## src/design/accel_cfg_pkg.sv

```systemverilog
// Constants for the motion-detect configuration register bank.
// Assumes a serial front end that turns I2C or SPI frames into byte register accesses.
package accel_cfg_pkg;

  // Register offsets
  localparam logic [7:0] ADDR_DETECT_SOURCE = 8'h0a;
  localparam logic [7:0] ADDR_Z_OFFSET_LOW  = 8'h14;
  localparam logic [7:0] ADDR_Z_OFFSET_HIGH = 8'h15;
  localparam logic [7:0] ADDR_MODE_CONTROL  = 8'h16;
  localparam logic [7:0] ADDR_FLAG_CLEAR    = 8'h17;
  localparam logic [7:0] ADDR_DET_CTRL_ONE  = 8'h18;
  localparam logic [7:0] ADDR_DET_CTRL_TWO  = 8'h19;
  localparam logic [7:0] ADDR_LEVEL_THRESH  = 8'h1a;
  localparam logic [7:0] ADDR_PULSE_THRESH  = 8'h1b;
  localparam logic [7:0] ADDR_PULSE_DUR     = 8'h1c;
  localparam logic [7:0] ADDR_LATENCY       = 8'h1d;
  localparam logic [7:0] ADDR_SECOND_WINDOW = 8'h1e;

  // Reset value shared by every register
  localparam logic [7:0] REG_RESET = 8'h00;

  // Field positions
  localparam int Z_HIGH_W         = 3;
  localparam int MODE_LSB         = 0;
  localparam int RANGE_LSB        = 2;
  localparam int SELF_TEST_BIT    = 4;
  localparam int WIRE_COUNT_BIT   = 5;
  localparam int DATA_READY_FLAG_ROUTE_BIT   = 6;
  localparam int CLEAR_ONE_BIT    = 0;
  localparam int CLEAR_TWO_BIT    = 1;
  localparam int PIN_SWAP_BIT     = 0;
  localparam int SRC_ASSIGN_LSB   = 1;
  localparam int AXIS_DIS_LSB     = 3;
  localparam int THRESH_OPT_BIT   = 6;
  localparam int FILTER_BW_BIT    = 7;
  localparam int LEVEL_POL_BIT    = 0;
  localparam int PULSE_POL_BIT    = 1;
  localparam int DRIVE_SEL_BIT    = 2;
  localparam int SRC_FLAG_ONE_BIT = 0;
  localparam int SRC_FLAG_TWO_BIT = 1;
  localparam int SRC_PULSE_LSB    = 2;
  localparam int SRC_LEVEL_LSB    = 5;

  // Operating modes
  localparam logic [1:0] MODE_STANDBY = 2'h0;
  localparam logic [1:0] MODE_MEASURE = 2'h1;
  localparam logic [1:0] MODE_LEVEL   = 2'h2;
  localparam logic [1:0] MODE_PULSE   = 2'h3;

  // Range codes
  localparam logic [1:0] RANGE_8G = 2'h0;
  localparam logic [1:0] RANGE_2G = 2'h1;
  localparam logic [1:0] RANGE_4G = 2'h2;

  // Interrupt source assignments; code 3 routes nothing
  localparam logic [1:0] SRC_LEVEL_PULSE  = 2'h0;
  localparam logic [1:0] SRC_PULSE_LEVEL  = 2'h1;
  localparam logic [1:0] SRC_SINGLE_MULTI = 2'h2;

  // Step sizes of the timing registers, in microseconds
  localparam int PULSE_DUR_STEP_US = 500;
  localparam int LATENCY_STEP_US   = 1000;
  localparam int WINDOW_STEP_US    = 1000;

endpackage

```

## src/design/accel_motion_detect_config.sv

```systemverilog
// Configuration register bank and detection flag latches of a three-axis accelerometer.
// Register port is the byte access produced by the serial front end; the sensing core
// supplies per-axis threshold hits, double-pulse events and data-ready, one cycle pulses.
`timescale 1ns/1ps
module accel_motion_detect_config
  import accel_cfg_pkg::*;
#(
  parameter int AXES = 3
)(
  input  wire logic       clock_i,
  input  wire logic       sys_rst_i,
  input  wire logic [7:0] reg_addr_i,
  input  wire logic [7:0] reg_wdata_i,
  input  wire logic       reg_wr_i,
  input  wire logic       reg_rd_i,
  input  wire logic [2:0] level_pos_hit_i,
  input  wire logic [2:0] level_neg_hit_i,
  input  wire logic [2:0] pulse_pos_hit_i,
  input  wire logic [2:0] pulse_neg_hit_i,
  input  wire logic       double_pulse_i,
  input  wire logic       data_ready_i,
  output logic [7:0]      reg_rdata_o,
  output logic [10:0]     z_axis_trim_o,
  output logic [1:0]      op_mode_o,
  output logic [1:0]      range_select_o,
  output logic            self_test_enable_o,
  output logic            serial_wire_count_o,
  output logic            filter_bandwidth_o,
  output logic            output_drive_select_o,
  output logic            threshold_option_o,
  output logic [7:0]      level_threshold_value_o,
  output logic [6:0]      pulse_threshold_value_o,
  output logic [7:0]      pulse_duration_o,
  output logic [7:0]      latency_time_o,
  output logic [7:0]      second_pulse_window_o,
  output logic            interrupt_line_one_o,
  output logic            interrupt_line_two_o
);

  // The flag logic is written for exactly three axes
  initial
  begin
    if (AXES != 3)
      $error("accel_motion_detect_config serves exactly three axes");
  end

  // Stored registers
  logic [7:0] z_low_q;
  logic [2:0] z_high_q;
  logic [6:0] mode_ctrl_q;
  logic [1:0] clear_q;
  logic [7:0] ctrl_one_q;
  logic [2:0] ctrl_two_q;
  logic [7:0] level_thr_q;
  logic [7:0] pulse_thr_q;
  logic [7:0] pulse_dur_q;
  logic [7:0] latency_q;
  logic [7:0] window_q;

  // Latched detection flags
  logic [2:0] level_flag_q;
  logic [2:0] pulse_flag_q;
  logic       flag_one_q;
  logic       flag_two_q;

  // Write strobes, one per stored register
  wire wr_z_low     = reg_wr_i && (reg_addr_i == ADDR_Z_OFFSET_LOW);
  wire wr_z_high    = reg_wr_i && (reg_addr_i == ADDR_Z_OFFSET_HIGH);
  wire wr_mode      = reg_wr_i && (reg_addr_i == ADDR_MODE_CONTROL);
  wire wr_clear     = reg_wr_i && (reg_addr_i == ADDR_FLAG_CLEAR);
  wire wr_ctrl_one  = reg_wr_i && (reg_addr_i == ADDR_DET_CTRL_ONE);
  wire wr_ctrl_two  = reg_wr_i && (reg_addr_i == ADDR_DET_CTRL_TWO);
  wire wr_level_thr = reg_wr_i && (reg_addr_i == ADDR_LEVEL_THRESH);
  wire wr_pulse_thr = reg_wr_i && (reg_addr_i == ADDR_PULSE_THRESH);
  wire wr_pulse_dur = reg_wr_i && (reg_addr_i == ADDR_PULSE_DUR);
  wire wr_latency   = reg_wr_i && (reg_addr_i == ADDR_LATENCY);
  wire wr_window    = reg_wr_i && (reg_addr_i == ADDR_SECOND_WINDOW);

  // Configuration registers; unimplemented upper bits are dropped so they read zero, except pulse threshold bit 7, which is stored and read back
  always_ff @(posedge clock_i or posedge sys_rst_i)
  begin
    if (sys_rst_i)
    begin
      z_low_q     <= REG_RESET;
      z_high_q    <= REG_RESET[2:0];
      mode_ctrl_q <= REG_RESET[6:0];
      clear_q     <= REG_RESET[1:0];
      ctrl_one_q  <= REG_RESET;
      ctrl_two_q  <= REG_RESET[2:0];
      level_thr_q <= REG_RESET;
      pulse_thr_q <= REG_RESET;
      pulse_dur_q <= REG_RESET;
      latency_q   <= REG_RESET;
      window_q    <= REG_RESET;
    end
    else
    begin
      if (wr_z_low)
        z_low_q <= reg_wdata_i;
      if (wr_z_high)
        z_high_q <= reg_wdata_i[Z_HIGH_W-1:0];
      if (wr_mode)
        mode_ctrl_q <= reg_wdata_i[6:0];
      if (wr_clear)
        clear_q <= reg_wdata_i[1:0];
      if (wr_ctrl_one)
        ctrl_one_q <= reg_wdata_i;
      if (wr_ctrl_two)
        ctrl_two_q <= reg_wdata_i[2:0];
      if (wr_level_thr)
        level_thr_q <= reg_wdata_i;
      if (wr_pulse_thr)
        pulse_thr_q <= reg_wdata_i;
      if (wr_pulse_dur)
        pulse_dur_q <= reg_wdata_i;
      if (wr_latency)
        latency_q <= reg_wdata_i;
      if (wr_window)
        window_q <= reg_wdata_i;
    end
  end

  // Decoded fields
  wire [1:0] mode_f      = mode_ctrl_q[MODE_LSB+1:MODE_LSB];
  wire       data_ready_flag_off_f  = mode_ctrl_q[DATA_READY_FLAG_ROUTE_BIT];
  wire [1:0] src_f       = ctrl_one_q[SRC_ASSIGN_LSB+1:SRC_ASSIGN_LSB];
  wire       swap_f      = ctrl_one_q[PIN_SWAP_BIT];
  wire [2:0] axis_dis_f  = ctrl_one_q[AXIS_DIS_LSB+2:AXIS_DIS_LSB];
  wire       level_pol_f = ctrl_two_q[LEVEL_POL_BIT];
  wire       pulse_pol_f = ctrl_two_q[PULSE_POL_BIT];

  // Qualified per-axis hits; a disabled axis never contributes
  wire [2:0] level_axis = (level_pol_f ? level_neg_hit_i : level_pos_hit_i) & ~axis_dis_f;
  wire [2:0] pulse_axis = (pulse_pol_f ? pulse_neg_hit_i : pulse_pos_hit_i) & ~axis_dis_f;

  // Negative polarity needs every enabled axis, positive needs any one
  wire level_ev  = (mode_f == MODE_LEVEL) && (level_pol_f ?
                   (&(level_axis | axis_dis_f)) && (axis_dis_f != 3'h7) : (|level_axis));
  wire single_ev = (mode_f == MODE_PULSE) && (pulse_pol_f ?
                   (&(pulse_axis | axis_dis_f)) && (axis_dis_f != 3'h7) : (|pulse_axis));
  wire double_ev = (mode_f == MODE_PULSE) && double_pulse_i;

  // Flag two hunts doubles only when both timing windows are open
  wire double_mode = (src_f == SRC_SINGLE_MULTI) && (latency_q != 8'h00) && (window_q != 8'h00);

  // Event sources per flag and which axis group each flag owns
  logic set_one;
  logic set_two;
  logic one_is_level;
  logic two_is_level;
  logic one_is_pulse;
  logic two_is_pulse;

  // Source code 3 is undefined and leaves both flags idle
  always_comb
  begin
    set_one      = 1'b0;
    set_two      = 1'b0;
    one_is_level = 1'b0;
    two_is_level = 1'b0;
    one_is_pulse = 1'b0;
    two_is_pulse = 1'b0;
    case (src_f)
      SRC_LEVEL_PULSE:
      begin
        set_one      = level_ev;
        set_two      = single_ev;
        one_is_level = 1'b1;
        two_is_pulse = 1'b1;
      end
      SRC_PULSE_LEVEL:
      begin
        set_one      = single_ev;
        set_two      = level_ev;
        one_is_pulse = 1'b1;
        two_is_level = 1'b1;
      end
      SRC_SINGLE_MULTI:
      begin
        set_one      = single_ev;
        set_two      = double_mode ? double_ev : single_ev;
        one_is_pulse = 1'b1;
        two_is_pulse = 1'b1;
      end
      default: set_one = 1'b0;
    endcase
  end

  // Clear requests act on the write cycle only
  wire clr_one   = wr_clear && reg_wdata_i[CLEAR_ONE_BIT];
  wire clr_two   = wr_clear && reg_wdata_i[CLEAR_TWO_BIT];
  wire clr_level = (clr_one && one_is_level) || (clr_two && two_is_level);
  wire clr_pulse = (clr_one && one_is_pulse) || (clr_two && two_is_pulse);

  // Interrupt flags latch; a set in the clearing cycle wins so no event is lost
  always_ff @(posedge clock_i or posedge sys_rst_i)
  begin
    if (sys_rst_i)
    begin
      flag_one_q <= 1'b0;
      flag_two_q <= 1'b0;
    end
    else
    begin
      flag_one_q <= set_one || (flag_one_q && !clr_one);
      flag_two_q <= set_two || (flag_two_q && !clr_two);
    end
  end

  // Axis flags latch only with a qualified event, so a failed all-axes test leaves them clear;
  // pulse axis flags follow single pulses only, as doubles leave them meaningless
  always_ff @(posedge clock_i or posedge sys_rst_i)
  begin
    if (sys_rst_i)
    begin
      level_flag_q <= 3'h0;
      pulse_flag_q <= 3'h0;
    end
    else
    begin
      level_flag_q <= (level_ev ? level_axis : 3'h0)
                      | (level_flag_q & {3{!clr_level}});
      pulse_flag_q <= (single_ev ? pulse_axis : 3'h0)
                      | (pulse_flag_q & {3{!clr_pulse}});
    end
  end

  // Pin drive: pin one also carries data-ready unless routing keeps it off
  always_ff @(posedge clock_i or posedge sys_rst_i)
  begin
    if (sys_rst_i)
    begin
      interrupt_line_one_o <= 1'b0;
      interrupt_line_two_o <= 1'b0;
    end
    else
    begin
      interrupt_line_one_o <= (swap_f ? flag_two_q : flag_one_q)
                              || (!data_ready_flag_off_f && data_ready_i);
      interrupt_line_two_o <= swap_f ? flag_one_q : flag_two_q;
    end
  end

  // Configuration outputs, re-registered so the analogue side sees clean flops
  always_ff @(posedge clock_i or posedge sys_rst_i)
  begin
    if (sys_rst_i)
    begin
      z_axis_trim_o           <= 11'h000;
      op_mode_o               <= MODE_STANDBY;
      range_select_o          <= RANGE_8G;
      self_test_enable_o      <= 1'b0;
      serial_wire_count_o     <= 1'b0;
      filter_bandwidth_o      <= 1'b0;
      output_drive_select_o   <= 1'b0;
      threshold_option_o      <= 1'b0;
      level_threshold_value_o <= 8'h00;
      pulse_threshold_value_o <= 7'h00;
      pulse_duration_o        <= 8'h00;
      latency_time_o          <= 8'h00;
      second_pulse_window_o   <= 8'h00;
    end
    else
    begin
      z_axis_trim_o           <= {z_high_q, z_low_q};
      op_mode_o               <= mode_f;
      range_select_o          <= mode_ctrl_q[RANGE_LSB+1:RANGE_LSB];
      self_test_enable_o      <= mode_ctrl_q[SELF_TEST_BIT];
      serial_wire_count_o     <= mode_ctrl_q[WIRE_COUNT_BIT];
      filter_bandwidth_o      <= ctrl_one_q[FILTER_BW_BIT];
      output_drive_select_o   <= ctrl_two_q[DRIVE_SEL_BIT];
      threshold_option_o      <= ctrl_one_q[THRESH_OPT_BIT];
      // Unsigned mode ignores bit 7 in case the host forgot to keep it zero
      level_threshold_value_o <= ctrl_one_q[THRESH_OPT_BIT] ? level_thr_q
                                 : {1'b0, level_thr_q[6:0]};
      pulse_threshold_value_o <= pulse_thr_q[6:0];
      pulse_duration_o        <= pulse_dur_q;
      latency_time_o          <= latency_q;
      second_pulse_window_o   <= window_q;
    end
  end

  // Read mux; unmapped offsets answer zero
  logic [7:0] rd_mux;

  always_comb
  begin
    if (reg_addr_i == ADDR_DETECT_SOURCE)
      rd_mux = {level_flag_q[0], level_flag_q[1], level_flag_q[2],
                pulse_flag_q[0], pulse_flag_q[1], pulse_flag_q[2],
                flag_two_q, flag_one_q};
    else if (reg_addr_i == ADDR_Z_OFFSET_LOW)
      rd_mux = z_low_q;
    else if (reg_addr_i == ADDR_Z_OFFSET_HIGH)
      rd_mux = {5'h00, z_high_q};
    else if (reg_addr_i == ADDR_MODE_CONTROL)
      rd_mux = {1'b0, mode_ctrl_q};
    else if (reg_addr_i == ADDR_FLAG_CLEAR)
      rd_mux = {6'h00, clear_q};
    else if (reg_addr_i == ADDR_DET_CTRL_ONE)
      rd_mux = ctrl_one_q;
    else if (reg_addr_i == ADDR_DET_CTRL_TWO)
      rd_mux = {5'h00, ctrl_two_q};
    else if (reg_addr_i == ADDR_LEVEL_THRESH)
      rd_mux = level_thr_q;
    else if (reg_addr_i == ADDR_PULSE_THRESH)
      rd_mux = pulse_thr_q;
    else if (reg_addr_i == ADDR_PULSE_DUR)
      rd_mux = pulse_dur_q;
    else if (reg_addr_i == ADDR_LATENCY)
      rd_mux = latency_q;
    else if (reg_addr_i == ADDR_SECOND_WINDOW)
      rd_mux = window_q;
    else
      rd_mux = 8'h00;
  end

  // Read data lands one cycle after the strobe and holds until the next read
  always_ff @(posedge clock_i or posedge sys_rst_i)
  begin
    if (sys_rst_i)
      reg_rdata_o <= 8'h00;
    else if (reg_rd_i)
      reg_rdata_o <= rd_mux;
  end
endmodule // accel_motion_detect_config

```

## config.mk

```make
export PLATFORM = sky130hd
export DESIGN_NAME = accel_motion_detect_config
export DESIGN_NICKNAME = d
export VERILOG_FILES = /design/src/design/accel_cfg_pkg.sv /design/src/design/accel_motion_detect_config.sv
export SDC_FILE = /design/constraint.sdc
export NUM_CORES = 1
export LEC_CHECK = 0
export ABC_AREA = 1
export BUFFER_PORTS_ARGS = -buffer_cell sky130_fd_sc_hd__buf_2
export CAP_MARGIN = 40
export CORE_MARGIN = 2
export CORE_UTILIZATION = 45
export CTS_CLUSTER_SIZE = 10
export DETAILED_ROUTE_END_ITERATION = 6
export MAX_ROUTING_LAYER = met4
export PLACE_DENSITY = 0.73
export SETUP_SLACK_MARGIN = 0.15
export SYNTH_ARGS = -nofsm -noshare
export SYNTH_HDL_FRONTEND = slang
export SYNTH_SLANG_ARGS = --single-unit
export TNS_END_PERCENT = 5
```

## constraint.sdc

```tcl
create_clock -name clock_i -period 5.6 [get_ports clock_i]
set_clock_uncertainty 0.15 [all_clocks]
set_input_delay 1.12 -clock clock_i [delete_from_list [all_inputs] [get_ports clock_i]]
set_output_delay 1.12 -clock clock_i [all_outputs]
set_load 0.005 [all_outputs]
```

==> impl_results.rst <==
.. list-table::
   :header-rows: 1

   * - Metric
     - Value
   * - Setup TNS Final
     - 0 ns
   * - CP startpoint kind
     - input pin
   * - Via count
     - 4902
   * - Post-synthesis to final-layout area growth
     - 21.2%
   * - Number of cells upsized or downsized after cts
     - 0
   * - Number of nets in the layout
     - 784
   * - Area of the die
     - 14500 sq um
   * - Post-CTS setup buffer count
     - 0
   * - Post-synthesis cell area
     - 6100 sq um
   * - Post-layout power
     - 0.00252 W
   * - Vias in the first global route
     - 4726
   * - Fraction of the yosys area taken by sequential cells
     - 60.7%
   * - Share of the synthesized area in the top cell type
     - 60.7%
   * - Number of pins exceeding their max-slew limit in the final report
     - 0
   * - Initial antenna violation count
     - 0
   * - Starting density of the core
     - 46.1%
   * - CTS tree
     - built
   * - Proportion of synthesized flip-flops having asynchronous set or reset
     - 100%
   * - Crit path capture type
     - flip-flop
   * - P per Cell Area
     - 341 nW/um^2
   * - Std-Cell Rows
     - 42
   * - Type of the setup path with the least slack
     - input pin to flip-flop
   * - Final min period
     - 2.49 ns
   * - Number of top-level design ports
     - 103
   * - Kind of path behind the tightest hold check
     - flip-flop to flip-flop
   * - Critical path fanouts, max
     - 12
   * - Data arrival time of the critical path
     - 2.65 ns
   * - Number of placed instances, taps included
     - 903
   * - Leakage
     - 3.95 nW
   * - Area contributors post-synth
     - dfrtp_1 (61%), nand2_1 (11%), o21ai_0 (5.1%)
   * - Root Buffer
     - clkbuf_16
   * - Largest net degree at the start of global routing
     - 67
   * - First-pass GRT wire length
     - 24.4 mm
   * - Maximum level of the CTS H-tree
     - 4
   * - Final setup viols
     - 0
   * - Number of vias per cell after detailed routing
     - 5.24
   * - Hold bufs inserted after CTS
     - 0
   * - Worst relative slew slack
     - 62.5%
   * - Syn Area/Cell
     - 9.58 sq um
   * - DRT iter0 DRCs
     - 555
   * - Clock Sink Count
     - 148
   * - Number of synthesized flops with an enable pin
     - 0
   * - Die span in x
     - 120 microns
   * - Area used by multi-input combinational logic
     - 2030 sq um
   * - Iteration count of the initial detailed-routing pass
     - 5
   * - Aggregate global-route resource usage
     - 22.8%
   * - Maximum count of clock buffers along a single path
     - 2
   * - Dominant cell type by area after synthesis
     - dfrtp_1
   * - Cts bufs inserted
     - 17
   * - Max Freq
     - 0.402 GHz
   * - DIE HEIGHT
     - 120 microns
   * - Buffers on Ports
     - 102
   * - Antenna diode instance count
     - 0
   * - Number of maximum-capacitance constraint violations
     - 0
   * - Post-Synthesis Net Count
     - 675
   * - RePlAce Congestion
     - 0.981
   * - Routed wire length per instance
     - 16.3 microns
   * - Critical Path RT
     - 5.76 ns
   * - Post-layout util
     - 55.8%
   * - Number of distinct library cell variants in the gate-level netlist after synthesis
     - 35
   * - Sequential standard cell area
     - 3700 sq um
   * - Final wirelength
     - 15.3 mm
   * - Register clock-pin slew on the reported worst setup and hold paths
     - 0.06 ns
   * - Most used flip-flop cell after synthesis
     - dfrtp_1
   * - Post-synthesis cell count
     - 637
   * - Status
     - finished clean
   * - Setup repair after global routing missed its margin
     - no
   * - Least-Margin Pin Slew
     - 0.562 ns
   * - Area of the placeable core
     - 13200 sq um
   * - Period utilisation layout
     - 44.4%
   * - Peak supply drop
     - 0.194 mV
   * - HPWL after DPL
     - 10.9 mm
   * - FILL cells
     - 1171
   * - Count of endpoints failing hold in the final timing report
     - 0
   * - Clock latency on the worst-skew pair
     - 0.42 ns
   * - Post-detailed-route count of antenna-violating nets
     - 0
   * - Finished Layout Cells
     - 935
   * - Number of storage elements in the synthesis netlist
     - 148
   * - Yosys warning count
     - 0
   * - Total congestion overflow
     - 0
   * - Ratio of cells with drive above 1 in the final layout
     - 23.1%
   * - Drc violations
     - 0
==> cell usage in the layout (no fill, tap or decap), types with 3 or more instances in the layout <==
cell type	Yosys	final
nand2_4	7	7
nand2_2	5	5
nand4_1	18	18
nor2_4	5	5
bufinv_16	0	4
o21ai_1	18	18
o21ai_2	9	9
inv_6	0	5
ha_1	4	4
inv_2	4	4
clkbuf_16	0	17
buf_2	3	102
o31ai_1	3	3
a21oi_1	12	12
o21ai_0	62	62
nor2_1	27	27
o22ai_1	4	4
nor4_1	4	4
o211ai_1	3	3
nand2_1	184	184
dfrtp_1	148	148
inv_1	65	64
nand3_1	25	25
==> per-stage QoR <==
step                cell area [sq um]  worst slack [ns]  hold WS, ns
finish                           7390              3.11        0.260
global route                     7390              2.95        0.272
CTS                              7390              3.15        0.259
detailed placement               6770              2.71        0.245
global placement                 6740              2.81        0.244
floorplan                        6100             0.350        0.218
==> flip-flops by register name, summed over array words and instances (netlist names), 3 cells and up <==
register,flops
z_axis_trim_o,11
pulse_dur_q,8
level_flag_q,3
ctrl_one_q,8
ctrl_two_q,3
window_q,8
latency_time_o,8
pulse_thr_q,8
pulse_duration_o,8
latency_q,8
mode_ctrl_q,7
pulse_threshold_value_o,7
pulse_flag_q,3
z_low_q,8
z_high_q,3
reg_rdata_o,8
level_thr_q,8
level_threshold_value_o,8
second_pulse_window_o,8
==> critical path, cell delays in order <==
cell and delay (ns):
buf_2 0.15, inv_2 0.10, nand2_4 0.13, nor2_1 0.08
nand2_1 0.29, inv_1 0.18, a221oi_1 0.29, nand3_1 0.17
nand2_1 0.09, nand2_1 0.04
==> cell families after synthesis <==
| group | share of synthesized area [%] |
|---|---|
| and+or+nand+nor | 22.0 |
| DFF | 60.7 |
| AOI/OAI and AO/OA | 10.5 |
| buffers and inverters | 6.03 |
| adders and majority gates | 0.820 |
==> cell usage after synthesis (3+ instances only) <==
library cell,number
a21oi_1,12
buf_2,3
buf_6,6
clkbuf_1,3
dfrtp_1,148
ha_1,4
inv_1,65
inv_2,4
nand2_1,184
nand2_2,5
nand2_4,7
nand3_1,25
nand4_1,18
nor2_1,27
nor2_4,5
nor4_1,4
o211ai_1,3
o21ai_0,62
o21ai_1,18
o21ai_2,9
o22ai_1,4
o31ai_1,3
==> cell type report <==
| class | count | area share [%] |
|---|---|---|
| inverter | 69 | 3.57 |
| clock inverter | 14 | 2.71 |
| multi-input combinational | 406 | 27.5 |
| tap | 176 | 2.98 |
| timing repair buffer | 104 | 7.38 |
| clock buffer | 18 | 5.80 |
| sequential | 148 | 50.1 |
==> power by group <==
part,switching [W],internal (W),leakage (nW)
Clock,0.000447,0.000753,0.304
Combinational,0.000105,0.0000560,1.64
Sequential,0.0000411,0.00112,2.01
Total,0.000593,0.00193,3.95
==> final timing paths <==
check	startpoint	to	slack (ns)	cells after the start
setup / recovery	reg_addr_i[0]	reg_rdata_o[3]	3.11	10
hold / removal	pulse_dur_q[5]	pulse_duration_o[5]	0.26	0
setup reg to reg	ctrl_two_q[0]	flag_one_q	3.73	9
hold reg to reg	pulse_dur_q[5]	pulse_duration_o[5]	0.26	0
max in group asynchronous	sys_rst_i	z_low_q[5]	3.88	3
min in group asynchronous	sys_rst_i	pulse_threshold_value_o[5]	0.53	2
==> routing by layer <==
metal  vias up  GRT usage, %  routed length, microns
li1       2309             -                       -
met1      2323          30.0                    6430
met2       226          34.0                    7240
met3        44          4.86                    1100
met4         0          10.6                     507
met5         -             -                       0
Note: power is estimated with default switching activity, not from simulation.
